`config.mk`:
```
export PLATFORM = sky130hd
export DESIGN_NAME = sst_top
export DESIGN_NICKNAME = d
export VERILOG_FILES = /design/src/hdl/sst_pkg.sv /design/src/hdl/sst_timer_if.sv /design/src/hdl/sst_timer.sv /design/src/hdl/sst_seq.sv /design/src/hdl/sst_top.sv
export SDC_FILE = /design/constraint.sdc
export NUM_CORES = 1
export LEC_CHECK = 0
export ABC_AREA = 1
export BUFFER_PORTS_ARGS = -buffer_cell sky130_fd_sc_hd__buf_2
export CAP_MARGIN = 25
export CORE_ASPECT_RATIO = 2
export CORE_MARGIN = 1
export CORE_UTILIZATION = 30
export CTS_CLUSTER_DIAMETER = 120
export DETAILED_ROUTE_END_ITERATION = 8
export PLACE_DENSITY = 0.54
export SLEW_MARGIN = 20
export SYNTH_ARGS = -nofsm -noshare
export SYNTH_HDL_FRONTEND = slang
export SYNTH_HIERARCHICAL = 1
export SYNTH_SLANG_ARGS = --single-unit
```
`constraint.sdc`:
```
create_clock -name pclk -period 2.6 [get_ports pclk]
set_clock_uncertainty 0.15 [all_clocks]
set_input_delay 0 -clock pclk [delete_from_list [all_inputs] [get_ports pclk]]
set_output_delay 0 -clock pclk [all_outputs]
set_load 0.01 [all_outputs]
```
`src/hdl/sst_pkg.sv`:
```
// Contract
// - Non-flag status fields load on hardware reset only
// - Reset-cause flags reload on every reset
// - Strap changes ignored until next hardware reset
// - Read-only revision code in bits 31:24
// - Pin-reset flag marks external reset pin
// - Watchdog flag marks watchdog timeout reset
// - Clock-update flag marks synthesizer update reset
// - Software flag marks service-word software reset
// - Writing F to bits 23:20 clears flags
// - Internal resets never re-latch strap values
// - 11-bit product code captured from strap pins
// - Watchdog acknowledged by 5A then A5 writes
// - Software reset by 123 then 321 writes
// - Second software-reset write needs supervisor mode
// - Each timer is a 27-bit down counter
// - Timer clock: crystal through the 8 or 4096 prescaler, or system
// - Count reaches zero: reload, raise pending
// - Live count readable without disturbing counting
// - Period 8, 4096 or 1 ticks times count+1
// - Enable low resets and stops timer
// - Pending sets at zero, write 1 clears
// - Pending sets at enable rising edge
package sst_pkg;
   // ----------------------------------------
   // Register byte addresses
   // ----------------------------------------
   localparam logic [31:0] ADDR_STATUS = 32'hffb00004;
   localparam logic [31:0] ADDR_SERVICE = 32'hffb0000c;
   localparam logic [31:0] ADDR_T1_CTRL = 32'hffb00010;
   localparam logic [31:0] ADDR_T1_STAT = 32'hffb00014;
   localparam logic [31:0] ADDR_T2_CTRL = 32'hffb00018;
   localparam logic [31:0] ADDR_T2_STAT = 32'hffb0001c;
   // ----------------------------------------
   // Status fields and codes
   // ----------------------------------------
   localparam int FLAG_MSB = 23;
   localparam int FLAG_LSB = 20;
   localparam int PID_W = 11;
   localparam int REV_MSB = 31;
   localparam int REV_LSB = 24;
   localparam logic [3:0] FLAG_PIN = 4'h8;
   localparam logic [3:0] FLAG_CLEAR = 4'hf;
   localparam logic [3:0] FLAGS_NONE = 4'h0;
   localparam logic [1:0] STRAP_SETTLE = 2'h2;
   // ----------------------------------------
   // Service word sequences
   // ----------------------------------------
   localparam logic [31:0] SVC_WD_FIRST = 32'h0000005a;
   localparam logic [31:0] SVC_WD_SECOND = 32'h000000a5;
   localparam logic [31:0] SVC_SR_FIRST = 32'h00000123;
   localparam logic [31:0] SVC_SR_SECOND = 32'h00000321;
   // ----------------------------------------
   // Timer fields and prescaler
   // ----------------------------------------
   localparam int CNT_W = 27;
   localparam int BIT_RUN = 31;
   localparam int BIT_IRQ_EN = 30;
   localparam int BIT_KIND = 29;
   localparam int BIT_DIV = 28;
   localparam int BIT_SRC = 27;
   localparam int BIT_PEND = 30;
   localparam int PRE_W = 12;
   localparam logic [PRE_W-1:0] PRE_SHORT_MASK = 12'h007;
   localparam logic [PRE_W-1:0] PRE_LONG_MASK = 12'hfff;
   localparam logic [PRE_W-1:0] PRE_STEP = 12'h001;
   localparam logic [CNT_W-1:0] CNT_ZERO = 27'h0000000;
   localparam logic [CNT_W-1:0] CNT_ONE = 27'h0000001;

   typedef enum logic [2:0] {
      SEQ_IDLE = 3'b001,
      SEQ_WD = 3'b010,
      SEQ_SR = 3'b100
   } sst_seq_t;

   // Timer status word: reserved bits read as zero
   function automatic logic [31:0] sst_timer_word(input logic pend, input logic [CNT_W-1:0] cnt);
      logic [31:0] w;
      w = 32'h00000000;
      w[BIT_PEND] = pend;
      w[CNT_W-1:0] = cnt;
      return w;
   endfunction
endpackage

```
`src/hdl/sst_timer_if.sv`:
```
`timescale 1ns/100ps
interface sst_timer_if;
   import sst_pkg::*;
   logic srst;
   logic run_en;
   logic src_sys;
   logic div_long;
   logic [CNT_W-1:0] reload;
   logic tick_short;
   logic tick_long;
   logic pend_clr;
   logic [CNT_W-1:0] live;
   logic pend;
   modport ctl (output srst, run_en, src_sys, div_long, reload, tick_short, tick_long, pend_clr,
                input live, pend);
   modport tmr (input srst, run_en, src_sys, div_long, reload, tick_short, tick_long, pend_clr,
                output live, pend);
endinterface

```
`src/hdl/sst_timer.sv`:
```
`timescale 1ns/100ps
module sst_timer (
   input wire logic pclk,
   input wire logic presetn,
   sst_timer_if.tmr t
);
   import sst_pkg::*;

   logic [CNT_W-1:0] live_r, live_nxt;
   logic pend_r, pend_nxt;
   logic run_d_r, run_d_nxt;
   logic tick;
   logic set_pend;

   always_comb
   begin
      tick = t.src_sys ? 1'b1 : (t.div_long ? t.tick_long : t.tick_short);
      live_nxt = live_r;
      set_pend = 1'b0;
      run_d_nxt = t.run_en & ~t.srst;
      if (t.srst || !t.run_en)
      begin
         live_nxt = CNT_ZERO;
      end
      else if (!run_d_r)
      begin
         live_nxt = t.reload;
         set_pend = 1'b1;
      end
      else if (tick)
      begin
         if (live_r == CNT_ZERO)
         begin
            live_nxt = t.reload;
            set_pend = 1'b1;
         end
         else
         begin
            live_nxt = live_r - CNT_ONE;
         end
      end
      // A new event outranks a clear in the same cycle
      pend_nxt = t.srst ? 1'b0 : (set_pend | (pend_r & ~t.pend_clr));
   end

   always_ff @(posedge pclk or negedge presetn)
   begin
      if (!presetn)
      begin
         live_r <= CNT_ZERO;
         pend_r <= 1'b0;
         run_d_r <= 1'b0;
      end
      else
      begin
         live_r <= live_nxt;
         pend_r <= pend_nxt;
         run_d_r <= run_d_nxt;
      end
   end

   assign t.live = live_r;
   assign t.pend = pend_r;
endmodule

```
`src/hdl/sst_seq.sv`:
```
`timescale 1ns/100ps
module sst_seq (
   input wire logic pclk,
   input wire logic presetn,
   input wire logic srst,
   input wire logic wr_stb,
   input wire logic [31:0] wr_data,
   input wire logic wr_priv,
   output logic wd_ack,
   output logic soft_req
);
   import sst_pkg::*;

   sst_seq_t state_r, state_nxt;
   logic ack_r, ack_nxt;
   logic req_r, req_nxt;

   always_comb
   begin
      state_nxt = state_r;
      ack_nxt = 1'b0;
      req_nxt = 1'b0;
      if (srst)
      begin
         state_nxt = SEQ_IDLE;
      end
      else if (wr_stb)
      begin
         // Any stray value drops back to idle; a first word still arms its sequence
         state_nxt = SEQ_IDLE;
         case (state_r)
            SEQ_WD:
            begin
               if (wr_data == SVC_WD_SECOND)
               begin
                  ack_nxt = 1'b1;
               end
            end
            SEQ_SR:
            begin
               if (wr_data == SVC_SR_SECOND && wr_priv)
               begin
                  req_nxt = 1'b1;
               end
            end
            default:
            begin
               state_nxt = SEQ_IDLE;
            end
         endcase
         if (!ack_nxt && !req_nxt)
         begin
            if (wr_data == SVC_WD_FIRST)
            begin
               state_nxt = SEQ_WD;
            end
            else if (wr_data == SVC_SR_FIRST)
            begin
               state_nxt = SEQ_SR;
            end
         end
      end
   end

   always_ff @(posedge pclk or negedge presetn)
   begin
      if (!presetn)
      begin
         state_r <= SEQ_IDLE;
         ack_r <= 1'b0;
         req_r <= 1'b0;
      end
      else
      begin
         state_r <= state_nxt;
         ack_r <= ack_nxt;
         req_r <= req_nxt;
      end
   end

   assign wd_ack = ack_r;
   assign soft_req = req_r;
endmodule

```
`src/hdl/sst_top.sv`:
```
// Register access over APB was chosen for this implementation.
`timescale 1ns/100ps
module sst_top #(
   parameter logic [7:0] REV_CODE = 8'h5c // Arbitrary identification value
) (
   input wire logic pclk,
   input wire logic presetn,
   input wire logic psel,
   input wire logic penable,
   input wire logic pwrite,
   input wire logic [31:0] paddr,
   input wire logic [31:0] pwdata,
   input wire logic [2:0] pprot,
   output logic [31:0] prdata,
   output logic pready,
   output logic pslverr,
   input wire logic [sst_pkg::PID_W-1:0] strap_bus_pins,
   input wire logic crystal_ref_clk,
   input wire logic watchdog_timeout,
   input wire logic clock_update_reset,
   output logic watchdog_ack,
   output logic soft_reset_out,
   output logic timer_one_irq,
   output logic timer_one_fast_irq,
   output logic timer_two_irq,
   output logic timer_two_fast_irq
);
   import sst_pkg::*;

   // ----------------------------------------
   // State
   // ----------------------------------------
   logic [3:0] flags_r, flags_nxt;
   logic [PID_W-1:0] board_product_code_r, board_product_code_nxt;
   logic [PID_W-1:0] strap_meta_r, strap_sync_r;
   logic [1:0] settle_r, settle_nxt;
   logic capture_r, capture_nxt;
   logic xtal_meta_r, xtal_sync_r, xtal_prev_r;
   logic [PRE_W-1:0] pre_cnt_r, pre_cnt_nxt;
   logic [31:0] ctrl1_r, ctrl1_nxt, ctrl2_r, ctrl2_nxt;
   logic [31:0] prdata_r, prdata_nxt;
   logic pready_r, pready_nxt, pslverr_r, pslverr_nxt;
   logic int_rst_r, int_rst_nxt;
   logic soft_out_r, soft_out_nxt;
   logic [3:0] irq_r, irq_nxt;
   logic [3:0] cause;
   logic wr_en, xtal_edge, wd_ack_w, soft_req_w, mapped;

   sst_timer_if t1_if ();
   sst_timer_if t2_if ();

   // ----------------------------------------
   // APB access decode
   // ----------------------------------------
   // Zero-wait slave: pready rises in the first access cycle
   assign wr_en = psel && penable && pready_r && pwrite;

   always_comb
   begin
      mapped = (paddr == ADDR_STATUS) || (paddr == ADDR_SERVICE) || (paddr == ADDR_T1_CTRL) ||
               (paddr == ADDR_T1_STAT) || (paddr == ADDR_T2_CTRL) || (paddr == ADDR_T2_STAT);
      pready_nxt = psel && !penable;
      pslverr_nxt = psel && !penable && !mapped;
      prdata_nxt = prdata_r;
      if (psel && !penable)
      begin
         prdata_nxt = 32'h00000000;
         if (!pwrite)
         begin
            case (paddr)
               ADDR_STATUS:
               begin
                  prdata_nxt[REV_MSB:REV_LSB] = REV_CODE;
                  prdata_nxt[FLAG_MSB:FLAG_LSB] = flags_r;
                  prdata_nxt[PID_W-1:0] = board_product_code_r;
               end
               ADDR_T1_CTRL: prdata_nxt = ctrl1_r;
               ADDR_T2_CTRL: prdata_nxt = ctrl2_r;
               ADDR_T1_STAT: prdata_nxt = sst_timer_word(t1_if.pend, t1_if.live);
               ADDR_T2_STAT: prdata_nxt = sst_timer_word(t2_if.pend, t2_if.live);
               default: prdata_nxt = 32'h00000000;
            endcase
         end
      end
   end

   always_ff @(posedge pclk or negedge presetn)
   begin
      if (!presetn)
      begin
         prdata_r <= 32'h00000000;
         pready_r <= 1'b0;
         pslverr_r <= 1'b0;
      end
      else
      begin
         prdata_r <= prdata_nxt;
         pready_r <= pready_nxt;
         pslverr_r <= pslverr_nxt;
      end
   end

   // ----------------------------------------
   // Reset causes and status fields
   // ----------------------------------------
   // Internal resets clear the service tracker, timer controls and timers but leave strap data and the prescaler alone
   always_comb
   begin
      cause = {1'b0, watchdog_timeout, clock_update_reset, soft_req_w};
      int_rst_nxt = |cause;
      soft_out_nxt = soft_req_w;
      flags_nxt = flags_r;
      if (int_rst_nxt)
      begin
         flags_nxt = cause;
      end
      else if (wr_en && paddr == ADDR_STATUS && pwdata[FLAG_MSB:FLAG_LSB] == FLAG_CLEAR)
      begin
         flags_nxt = FLAGS_NONE;
      end
      settle_nxt = settle_r;
      capture_nxt = capture_r;
      board_product_code_nxt = board_product_code_r;
      if (capture_r)
      begin
         // Strap pins need two sync stages before they may be trusted
         if (settle_r == STRAP_SETTLE)
         begin
            board_product_code_nxt = strap_sync_r;
            capture_nxt = 1'b0;
         end
         else
         begin
            settle_nxt = settle_r + 2'h1;
         end
      end
   end

   always_ff @(posedge pclk or negedge presetn)
   begin
      if (!presetn)
      begin
         flags_r <= FLAG_PIN;
         board_product_code_r <= '0;
         settle_r <= 2'h0;
         capture_r <= 1'b1;
         int_rst_r <= 1'b0;
         soft_out_r <= 1'b0;
         strap_meta_r <= '0;
         strap_sync_r <= '0;
      end
      else
      begin
         flags_r <= flags_nxt;
         board_product_code_r <= board_product_code_nxt;
         settle_r <= settle_nxt;
         capture_r <= capture_nxt;
         int_rst_r <= int_rst_nxt;
         soft_out_r <= soft_out_nxt;
         strap_meta_r <= strap_bus_pins;
         strap_sync_r <= strap_meta_r;
      end
   end

   // ----------------------------------------
   // Service word tracker
   // ----------------------------------------
   sst_seq u_seq (
      .pclk(pclk),
      .presetn(presetn),
      .srst(int_rst_r),
      .wr_stb(wr_en && paddr == ADDR_SERVICE),
      .wr_data(pwdata),
      .wr_priv(pprot[0]),
      .wd_ack(wd_ack_w),
      .soft_req(soft_req_w)
   );

   // ----------------------------------------
   // Crystal reference and shared prescaler
   // ----------------------------------------
   // One prescaler serves both timers, so their crystal ticks stay aligned
   assign xtal_edge = xtal_sync_r && !xtal_prev_r;

   always_comb
   begin
      pre_cnt_nxt = xtal_edge ? pre_cnt_r + PRE_STEP : pre_cnt_r;
   end

   always_ff @(posedge pclk or negedge presetn)
   begin
      if (!presetn)
      begin
         xtal_meta_r <= 1'b0;
         xtal_sync_r <= 1'b0;
         xtal_prev_r <= 1'b0;
         pre_cnt_r <= '0;
      end
      else
      begin
         xtal_meta_r <= crystal_ref_clk;
         xtal_sync_r <= xtal_meta_r;
         xtal_prev_r <= xtal_sync_r;
         pre_cnt_r <= pre_cnt_nxt;
      end
   end

   // ----------------------------------------
   // Timer control registers
   // ----------------------------------------
   always_comb
   begin
      ctrl1_nxt = ctrl1_r;
      ctrl2_nxt = ctrl2_r;
      if (int_rst_r)
      begin
         ctrl1_nxt = 32'h00000000;
         ctrl2_nxt = 32'h00000000;
      end
      else if (wr_en && paddr == ADDR_T1_CTRL)
      begin
         ctrl1_nxt = pwdata;
      end
      else if (wr_en && paddr == ADDR_T2_CTRL)
      begin
         ctrl2_nxt = pwdata;
      end
      irq_nxt[0] = t1_if.pend && ctrl1_r[BIT_IRQ_EN] && !ctrl1_r[BIT_KIND];
      irq_nxt[1] = t1_if.pend && ctrl1_r[BIT_IRQ_EN] && ctrl1_r[BIT_KIND];
      irq_nxt[2] = t2_if.pend && ctrl2_r[BIT_IRQ_EN] && !ctrl2_r[BIT_KIND];
      irq_nxt[3] = t2_if.pend && ctrl2_r[BIT_IRQ_EN] && ctrl2_r[BIT_KIND];
   end

   always_ff @(posedge pclk or negedge presetn)
   begin
      if (!presetn)
      begin
         ctrl1_r <= 32'h00000000;
         ctrl2_r <= 32'h00000000;
         irq_r <= 4'h0;
      end
      else
      begin
         ctrl1_r <= ctrl1_nxt;
         ctrl2_r <= ctrl2_nxt;
         irq_r <= irq_nxt;
      end
   end

   // ----------------------------------------
   // Timer hookup
   // ----------------------------------------
   assign t1_if.srst = int_rst_r;
   assign t1_if.run_en = ctrl1_r[BIT_RUN];
   assign t1_if.src_sys = ctrl1_r[BIT_SRC];
   assign t1_if.div_long = ctrl1_r[BIT_DIV];
   assign t1_if.reload = ctrl1_r[CNT_W-1:0];
   assign t1_if.tick_short = xtal_edge && ((pre_cnt_r & PRE_SHORT_MASK) == PRE_SHORT_MASK);
   assign t1_if.tick_long = xtal_edge && ((pre_cnt_r & PRE_LONG_MASK) == PRE_LONG_MASK);
   assign t1_if.pend_clr = wr_en && paddr == ADDR_T1_STAT && pwdata[BIT_PEND];

   assign t2_if.srst = int_rst_r;
   assign t2_if.run_en = ctrl2_r[BIT_RUN];
   assign t2_if.src_sys = ctrl2_r[BIT_SRC];
   assign t2_if.div_long = ctrl2_r[BIT_DIV];
   assign t2_if.reload = ctrl2_r[CNT_W-1:0];
   assign t2_if.tick_short = t1_if.tick_short;
   assign t2_if.tick_long = t1_if.tick_long;
   assign t2_if.pend_clr = wr_en && paddr == ADDR_T2_STAT && pwdata[BIT_PEND];

   sst_timer u_timer_one (
      .pclk(pclk),
      .presetn(presetn),
      .t(t1_if.tmr)
   );

   sst_timer u_timer_two (
      .pclk(pclk),
      .presetn(presetn),
      .t(t2_if.tmr)
   );

   assign prdata = prdata_r;
   assign pready = pready_r;
   assign pslverr = pslverr_r;
   assign watchdog_ack = wd_ack_w;
   assign soft_reset_out = soft_out_r;
   assign timer_one_irq = irq_r[0];
   assign timer_one_fast_irq = irq_r[1];
   assign timer_two_irq = irq_r[2];
   assign timer_two_fast_irq = irq_r[3];
endmodule

```
==> Word-level counts from Yosys, hierarchy flattened <==
Index checks and enable logic that the tools add are counted.
{ "word_totals": {"output_inout_bits": 40, "ff_bits": 222, "in_bits": 86} }
{ "op_classes": {"bitwise": 10, "eq_ne": 19, "reduce_logical": 51, "add_sub_neg": 4, "muxes": 52} }
{ "ops": {"columns": ["cell", "count"], "rows": [
  ["two-way mux 27 bit", 8],
  ["== test 32 bit (second input constant)", 6],
  ["two-way mux 32 bit", 6],
  ["case mux 12 bit (5 select lines)", 1],
  ["case mux 11 bit (5 select lines)", 1],
  ["zero test 27 bit", 2],
  ["subtractor 27 x 1 -> 27 bit (second input constant)", 2],
  ["case mux 9 bit (4 select lines)", 1],
  ["== test 32 x 10 -> 1 bit (second input constant)", 1],
  ["== test 32 x 7 -> 1 bit (second input constant)", 1],
  ["== test 32 x 8 -> 1 bit (second input constant)", 1],
  ["== test 32 x 9 -> 1 bit (second input constant)", 1],
  ["two-way mux 1 bit", 28],
  ["logical AND 1 bit", 25],
  ["two-way mux 3 bit", 5],
  ["adder 12 x 1 -> 12 bit (second input constant)", 1],
  ["== test 12 bit (second input constant)", 1],
  ["zero test 1 bit", 9],
  ["two-way mux 4 bit", 2],
  ["nonzero test 2 bit", 4],
  ["logical OR 1 bit", 7],
  ["== test 3 bit (second input constant)", 2],
  ["!= test 3 bit (second input constant)", 2],
  ["AND reduction 2 bit", 3],
  ["9 further kinds", 16]
]} }

==> Logic depth before layout (Yosys ltp) <==
{ "logic_depth": {"ltp_word": 11, "ltp_mapped": 17} }

==> Modules after synthesis <==
The synthesis kept the hierarchy.
{ "by_module_without_submodules": {"columns": ["mod", "cells_each", "seq_area_each_um2", "n_inst", "area_each_um2"], "rows": [
  ["sst_top", 869, 3981.3, 1, 7419.6],
  ["sst_timer", 368, 725.7, 2, 2287.2],
  ["sst_seq", 89, 126.4, 1, 485.5]
]} }

==> Worst setup path before layout <==
OpenSTA, ideal clock, no wires.
{ "synth_timing": {"path_kind": "reg2reg", "startpoint": "reg xtal_prev_r", "endpoint": "reg u_timer_two.live_r[8], in the netlist u_timer_two/t.live[8]", "setup_ns": 0.065, "path_buffers": 1, "path_stages_with_launch": 14, "period_less_slack_ns": 2.322, "t_arrival_ns": 2.107, "setup_slack_ns": 0.278, "cell_sequence": "dfrtp_1 > nor2_1 > nand4_1 > inv_1 > nand4_1 > nor2_1 > and3_1 > a21oi_1 > o211ai_1 > nand2_1 > clkinv_1 > buf_1 > nand3_1 > nand2_1"} }
{ "synth_via": {"elab_chain_len": 6} }
{ "synth_rtl": {"columns": ["element", "line", "source"], "rows": [
  ["start: declaration", "sst_top.sv:38", "logic xtal_meta_r, xtal_sync_r, xtal_prev_r;"],
  ["start signal: assignment", "sst_top.sv:203", "xtal_prev_r <= xtal_sync_r;"],
  ["zero test 1 bit", "sst_top.sv:183", "assign xtal_edge = xtal_sync_r && !xtal_prev_r;"],
  ["logical AND 1 bit", "sst_top.sv:183", null],
  ["logical AND 1 bit", "sst_top.sv:259", "assign t1_if.tick_long = xtal_edge && ((pre_cnt_r & PRE_LONG_MASK) == PRE_LONG_MASK);"],
  ["named net t1_if.tick_long", "sst_timer_if.sv:10", "logic tick_long;"],
  ["two-way mux 1 bit (2 in series)", "sst_timer.sv:17", "tick = t.src_sys ? 1'b1 : (t.div_long ? t.tick_long : t.tick_short);"],
  ["!= test 3 bit (no line)", null, null],
  ["end signal: assignment", "sst_timer.sv:56", "live_r <= live_nxt;"],
  ["end: declaration", "sst_timer.sv:9", "logic [CNT_W-1:0] live_r, live_nxt;"]
]} }
The timed path passes the listed nets, and every way through them passes these cells.
A chain may end at the register's enable or synchronous reset.

==> Worst setup path after layout <==
{ "layout_timing": {"startpoint": "in paddr[1]", "endpoint": "reg prdata_r[4], in the netlist prdata[4]"} }
{ "layout_via": {"elab_chain_len": 3} }
{ "layout_rtl": {"columns": ["element", "line", "source"], "rows": [
  ["start: declaration", "sst_top.sv:11", "input wire logic [31:0] paddr,"],
  ["== test 32 bit", "sst_top.sv:70", "case (paddr)"],
  ["case mux 11 bit (5 select lines) *", "sst_top.sv:70", null],
  ["two-way mux 32 bit *", "sst_top.sv:68", "if (!pwrite)"],
  ["end signal: assignment", "sst_top.sv:97", "prdata_r <= prdata_nxt;"],
  ["end: declaration", "sst_top.sv:41", "logic [31:0] prdata_r, prdata_nxt;"]
]} }
Mark *: on every way between the ends. The rest lies on a longest branch, timed or not.

==> key figures <==
Finish
  – Fillers: 4,348
  – Fin util: about two fifths
  – Layout Area Growth over Synthesis: 25.0%
  – Final nets: ~2,000
  – Layout cells sized above 1: approximately 16%

Synthesis
  – Share of the synthesized area in the top cell type: between 40 and 50%
  – Post-Syn Instances: about 1,700
  – Flop and latch count out of synthesis: about 220
  – Area contributors post-synth: dfrtp_1 (44%), nand2_1 (18%), nand3_1 (9.3%)
  – Warnings, synthesis: 6
  – Biggest area consumer among synthesized cells: dfrtp_1
  – Syn Area/Cell: roughly 7.4 µm²
  – Post-Synthesis Net Count: between 1,500 and 2,000
  – Post-synth top cells: nand2_1 (591), nand3_1 (233), dfrtp_1 (219)
  – Post-synth ARST share: 100%
  – Synth unique cells: a little over 40
  – Most common cell in the synthesized netlist: nand2_1
  – Number of synthesized flops with an enable pin: 0
  – Mapped cell area: 0.0125 mm²
  – Post-synthesis sequential area ratio: between 40 and 50%
  – Synth Flop Type: dfrtp_1

Routing
  – DRT iter0 DRCs: ~670
  – Pre-antenna DRT Iters: 5
  – DR WL/cell: approximately 18 µm
  – DRC: 0
  – Vias: approximately 12,000
  – Final ANT Viol Nets: 0
  – Total Wirelength: around 44,000 µm
  – Vias per inst: approximately 4.8

Status
  – Status: finished, final reports clean

Clock tree
  – TritonCTS clock tree: done
  – CTS sink count: about 220
  – CTS buffer count: 22
  – Max Buffers Root-to-Sink: 3
  – Root Buffer: clkbuf_16
  – H-tree depth: 1
  – Clock-pin slew on the worst setup and hold paths: roughly 70 ps
  – Clock Latency Late Sink: 530 ps

Setup path
  – Critical R2R Launch: pre_cnt_r[0]
  – Worst EP arrival: 2830 ps
  – R2R depth: 13
  – Crit path launch: paddr[1]
  – Worst reg2reg endpoint: u_timer_two/t.pend
  – Nature of the critical path endpoint: flop
  – Reg-to-reg slack, setup: roughly 170 ps
  – Crit Path Max Fanout: 29
  – Startpoint types: input port
  – Crit Path Class: in2reg
  – Critical path required time: about 2900 ps

Global routing
  – Tot GR Track Use: 20.7%
  – First-pass GRT wire length: roughly 67,000 µm
  – Initial antenna violation count: 0
  – Largest net degree at the start of global routing: ~70
  – GRT overflow: 0
  – Vias in the first global route: between 10,000 and 15,000

STA
  – Setup TNS: 0 ps
  – Tcrit/Tclk final: 98.2%
  – FMAX: 391 MHz
  – Setup Viol. Count Final: 0
  – Max-slew violations: 0
  – Slew headroom: roughly half
  – Final Hold Vio Count: 0
  – Hold WS: 33.3 ps
  – Minimum clock period after layout: 2550 ps
  – RSZ-0062 raised after global routing: no
  – Worst-Margin Slew: between 700 and 800 ps

Floorplanning
  – Die Span X: between 100 and 150 µm
  – Core Area: 0.0410 mm²
  – DIE AREA: between 0.04 and 0.05 mm²
  – Die height: around 290 µm
  – Core Rows: roughly 110
  – # IOs: around 130
  – Initial Utilization: a little over 30%

Power and ir drop
  – Lkg Pwr: 0.00843 µW
  – Overall power: between 7000 and 8000 µW
  – Peak supply drop: 0.000385 V
  – Power per Cell Area: 503 mW/mm²

Placement
  – Hpwl dp: ~33,000 µm
  – GPL Wtd Cong: 0.899
  – I/O Buffers: between 100 and 150

Flow run
  – Max-Cap Viols: 0

Min path
  – Hold path start: paddr[5]
  – Hold endpoint: u_seq/state_r[0]
  – Hold/Removal Path Class: in2reg
  – Hold-critical path depth: 8
## cell type report
class                           instances  area [µm²]  area share [%]
Antenna cell                            1        2.50          0.0160
Clock buffer                           25         593            3.80
Clock inverter                         15         224            1.44
Inverter                              161         604            3.87
Multi-Input combinational cell       1243        5910            37.9
Sequential cell                       222        5560            35.6
Tap cell                              535         669            4.29
Timing Repair Buffer                  256        2040            13.1
## critical path, stage by stage
cell           delay [ps]
dlygate4sd3_1         530
buf_2                 100
inv_1                  50
nand2_4                80
dlygate4sd3_1         680
nor2_8                100
nand2_1                80
nor2_2                 50
buf_8                 180
nand3_1               110
nand2_1                50
nor2_1                560
nand2_1               110
nand2_1               100
nand2_1                50
## report_power, final
| group | total (µW) | switching [µW] | internal (µW) |
|---|---|---|---|
| Combinational | 571 | 330 | 242 |
| Clock | 3660 | 1500 | 2160 |
| Sequential | 3620 | 85.7 | 3540 |
## repair_timing
item	CTS	global route
endpoints found under the setup margin	0	38
buffers inserted	0	1
hold buffers	93	0
hold endpoints to repair	342	0
resized for setup	0	7
## worst max path at each step
stage               cells after the start               endpoint
global placement                       13     u_timer_two/t.pend
finish                                 15              prdata[4]
floorplan                              13  u_timer_two/t.live[8]
CTS                                    15              prdata[1]
detailed placement                     13     u_timer_two/t.pend
global route                           15             prdata[25]
## layout by cell type (no fill, tap or decap), types with 3 or more instances in the layout
cell           netlist  routed
nor2_4               7       8
mux2_2              11      11
clkbuf_16            0      23
inv_1              150     149
nor3_1               9       8
a21oi_1              7       7
a31o_2               3       3
xnor2_1             19      19
nand2_2             27      27
nor3_2               5       5
nor2_2              23      25
bufinv_16            0       5
o21ai_1             44      44
inv_2                9      10
nand3_1            233     233
dfstp_2              3       3
nand2_1            591     591
o21ai_0             25      25
xor2_1              22      22
nand4_1             47      47
dlygate4sd3_1        0      93
buf_12               2      14
nor2_1             145     142
dfrtp_1            219     219
buf_4               12      25
buf_2               25     122
ha_1                 7       7
clkinv_2             0       5
## through the flow
stage | cell area, µm² | setup WS, ps | std cells
final | 15600 | 45.6 | 2458
after global placement | 13800 | 248 | 2322
after global routing | 15600 | 3.23 | 2457
after detailed placement | 13800 | 195 | 2322
after floorplan | 12500 | 278 | 1694
after CTS | 15500 | 26.6 | 2455
## flip-flops by register name (all words and copies together), names as in the netlist, 2 cells and up
register / flops
ctrl1_r: 32
settle_r: 2
strap_sync_r: 11
prdata: 32
u_timer_one/t.live: 27
pre_cnt_r: 12
u_timer_two/t.live: 27
flags_r: 4
board_product_code_r: 11
u_seq/state_r: 3
irq_r: 4
strap_meta_r: 11
ctrl2_r: 32
## logic make-up after synthesis
group | Yosys count | share of synthesized area (%)
AO/OA/AOI/OAI | 85 | 3.64
adder cells (fa/ha/maj) | 7 | 0.702
buffers and inverters | 230 | 8.45
AND/OR/NAND/NOR | 1098 | 38.8
XOR/XNOR | 41 | 2.88
flip-flops | 222 | 44.5
multiplexers | 11 | 0.993
## per-layer routing
metal,global-route usage [%],vias up,routed length (µm)
li1,-,5803,-
met1,19.9,5652,15100
met2,39.9,333,24200
met3,1.84,114,1430
met4,16.0,0,3670
met5,0,-,0
No activity file was read; power rests on OpenSTA's default activity.
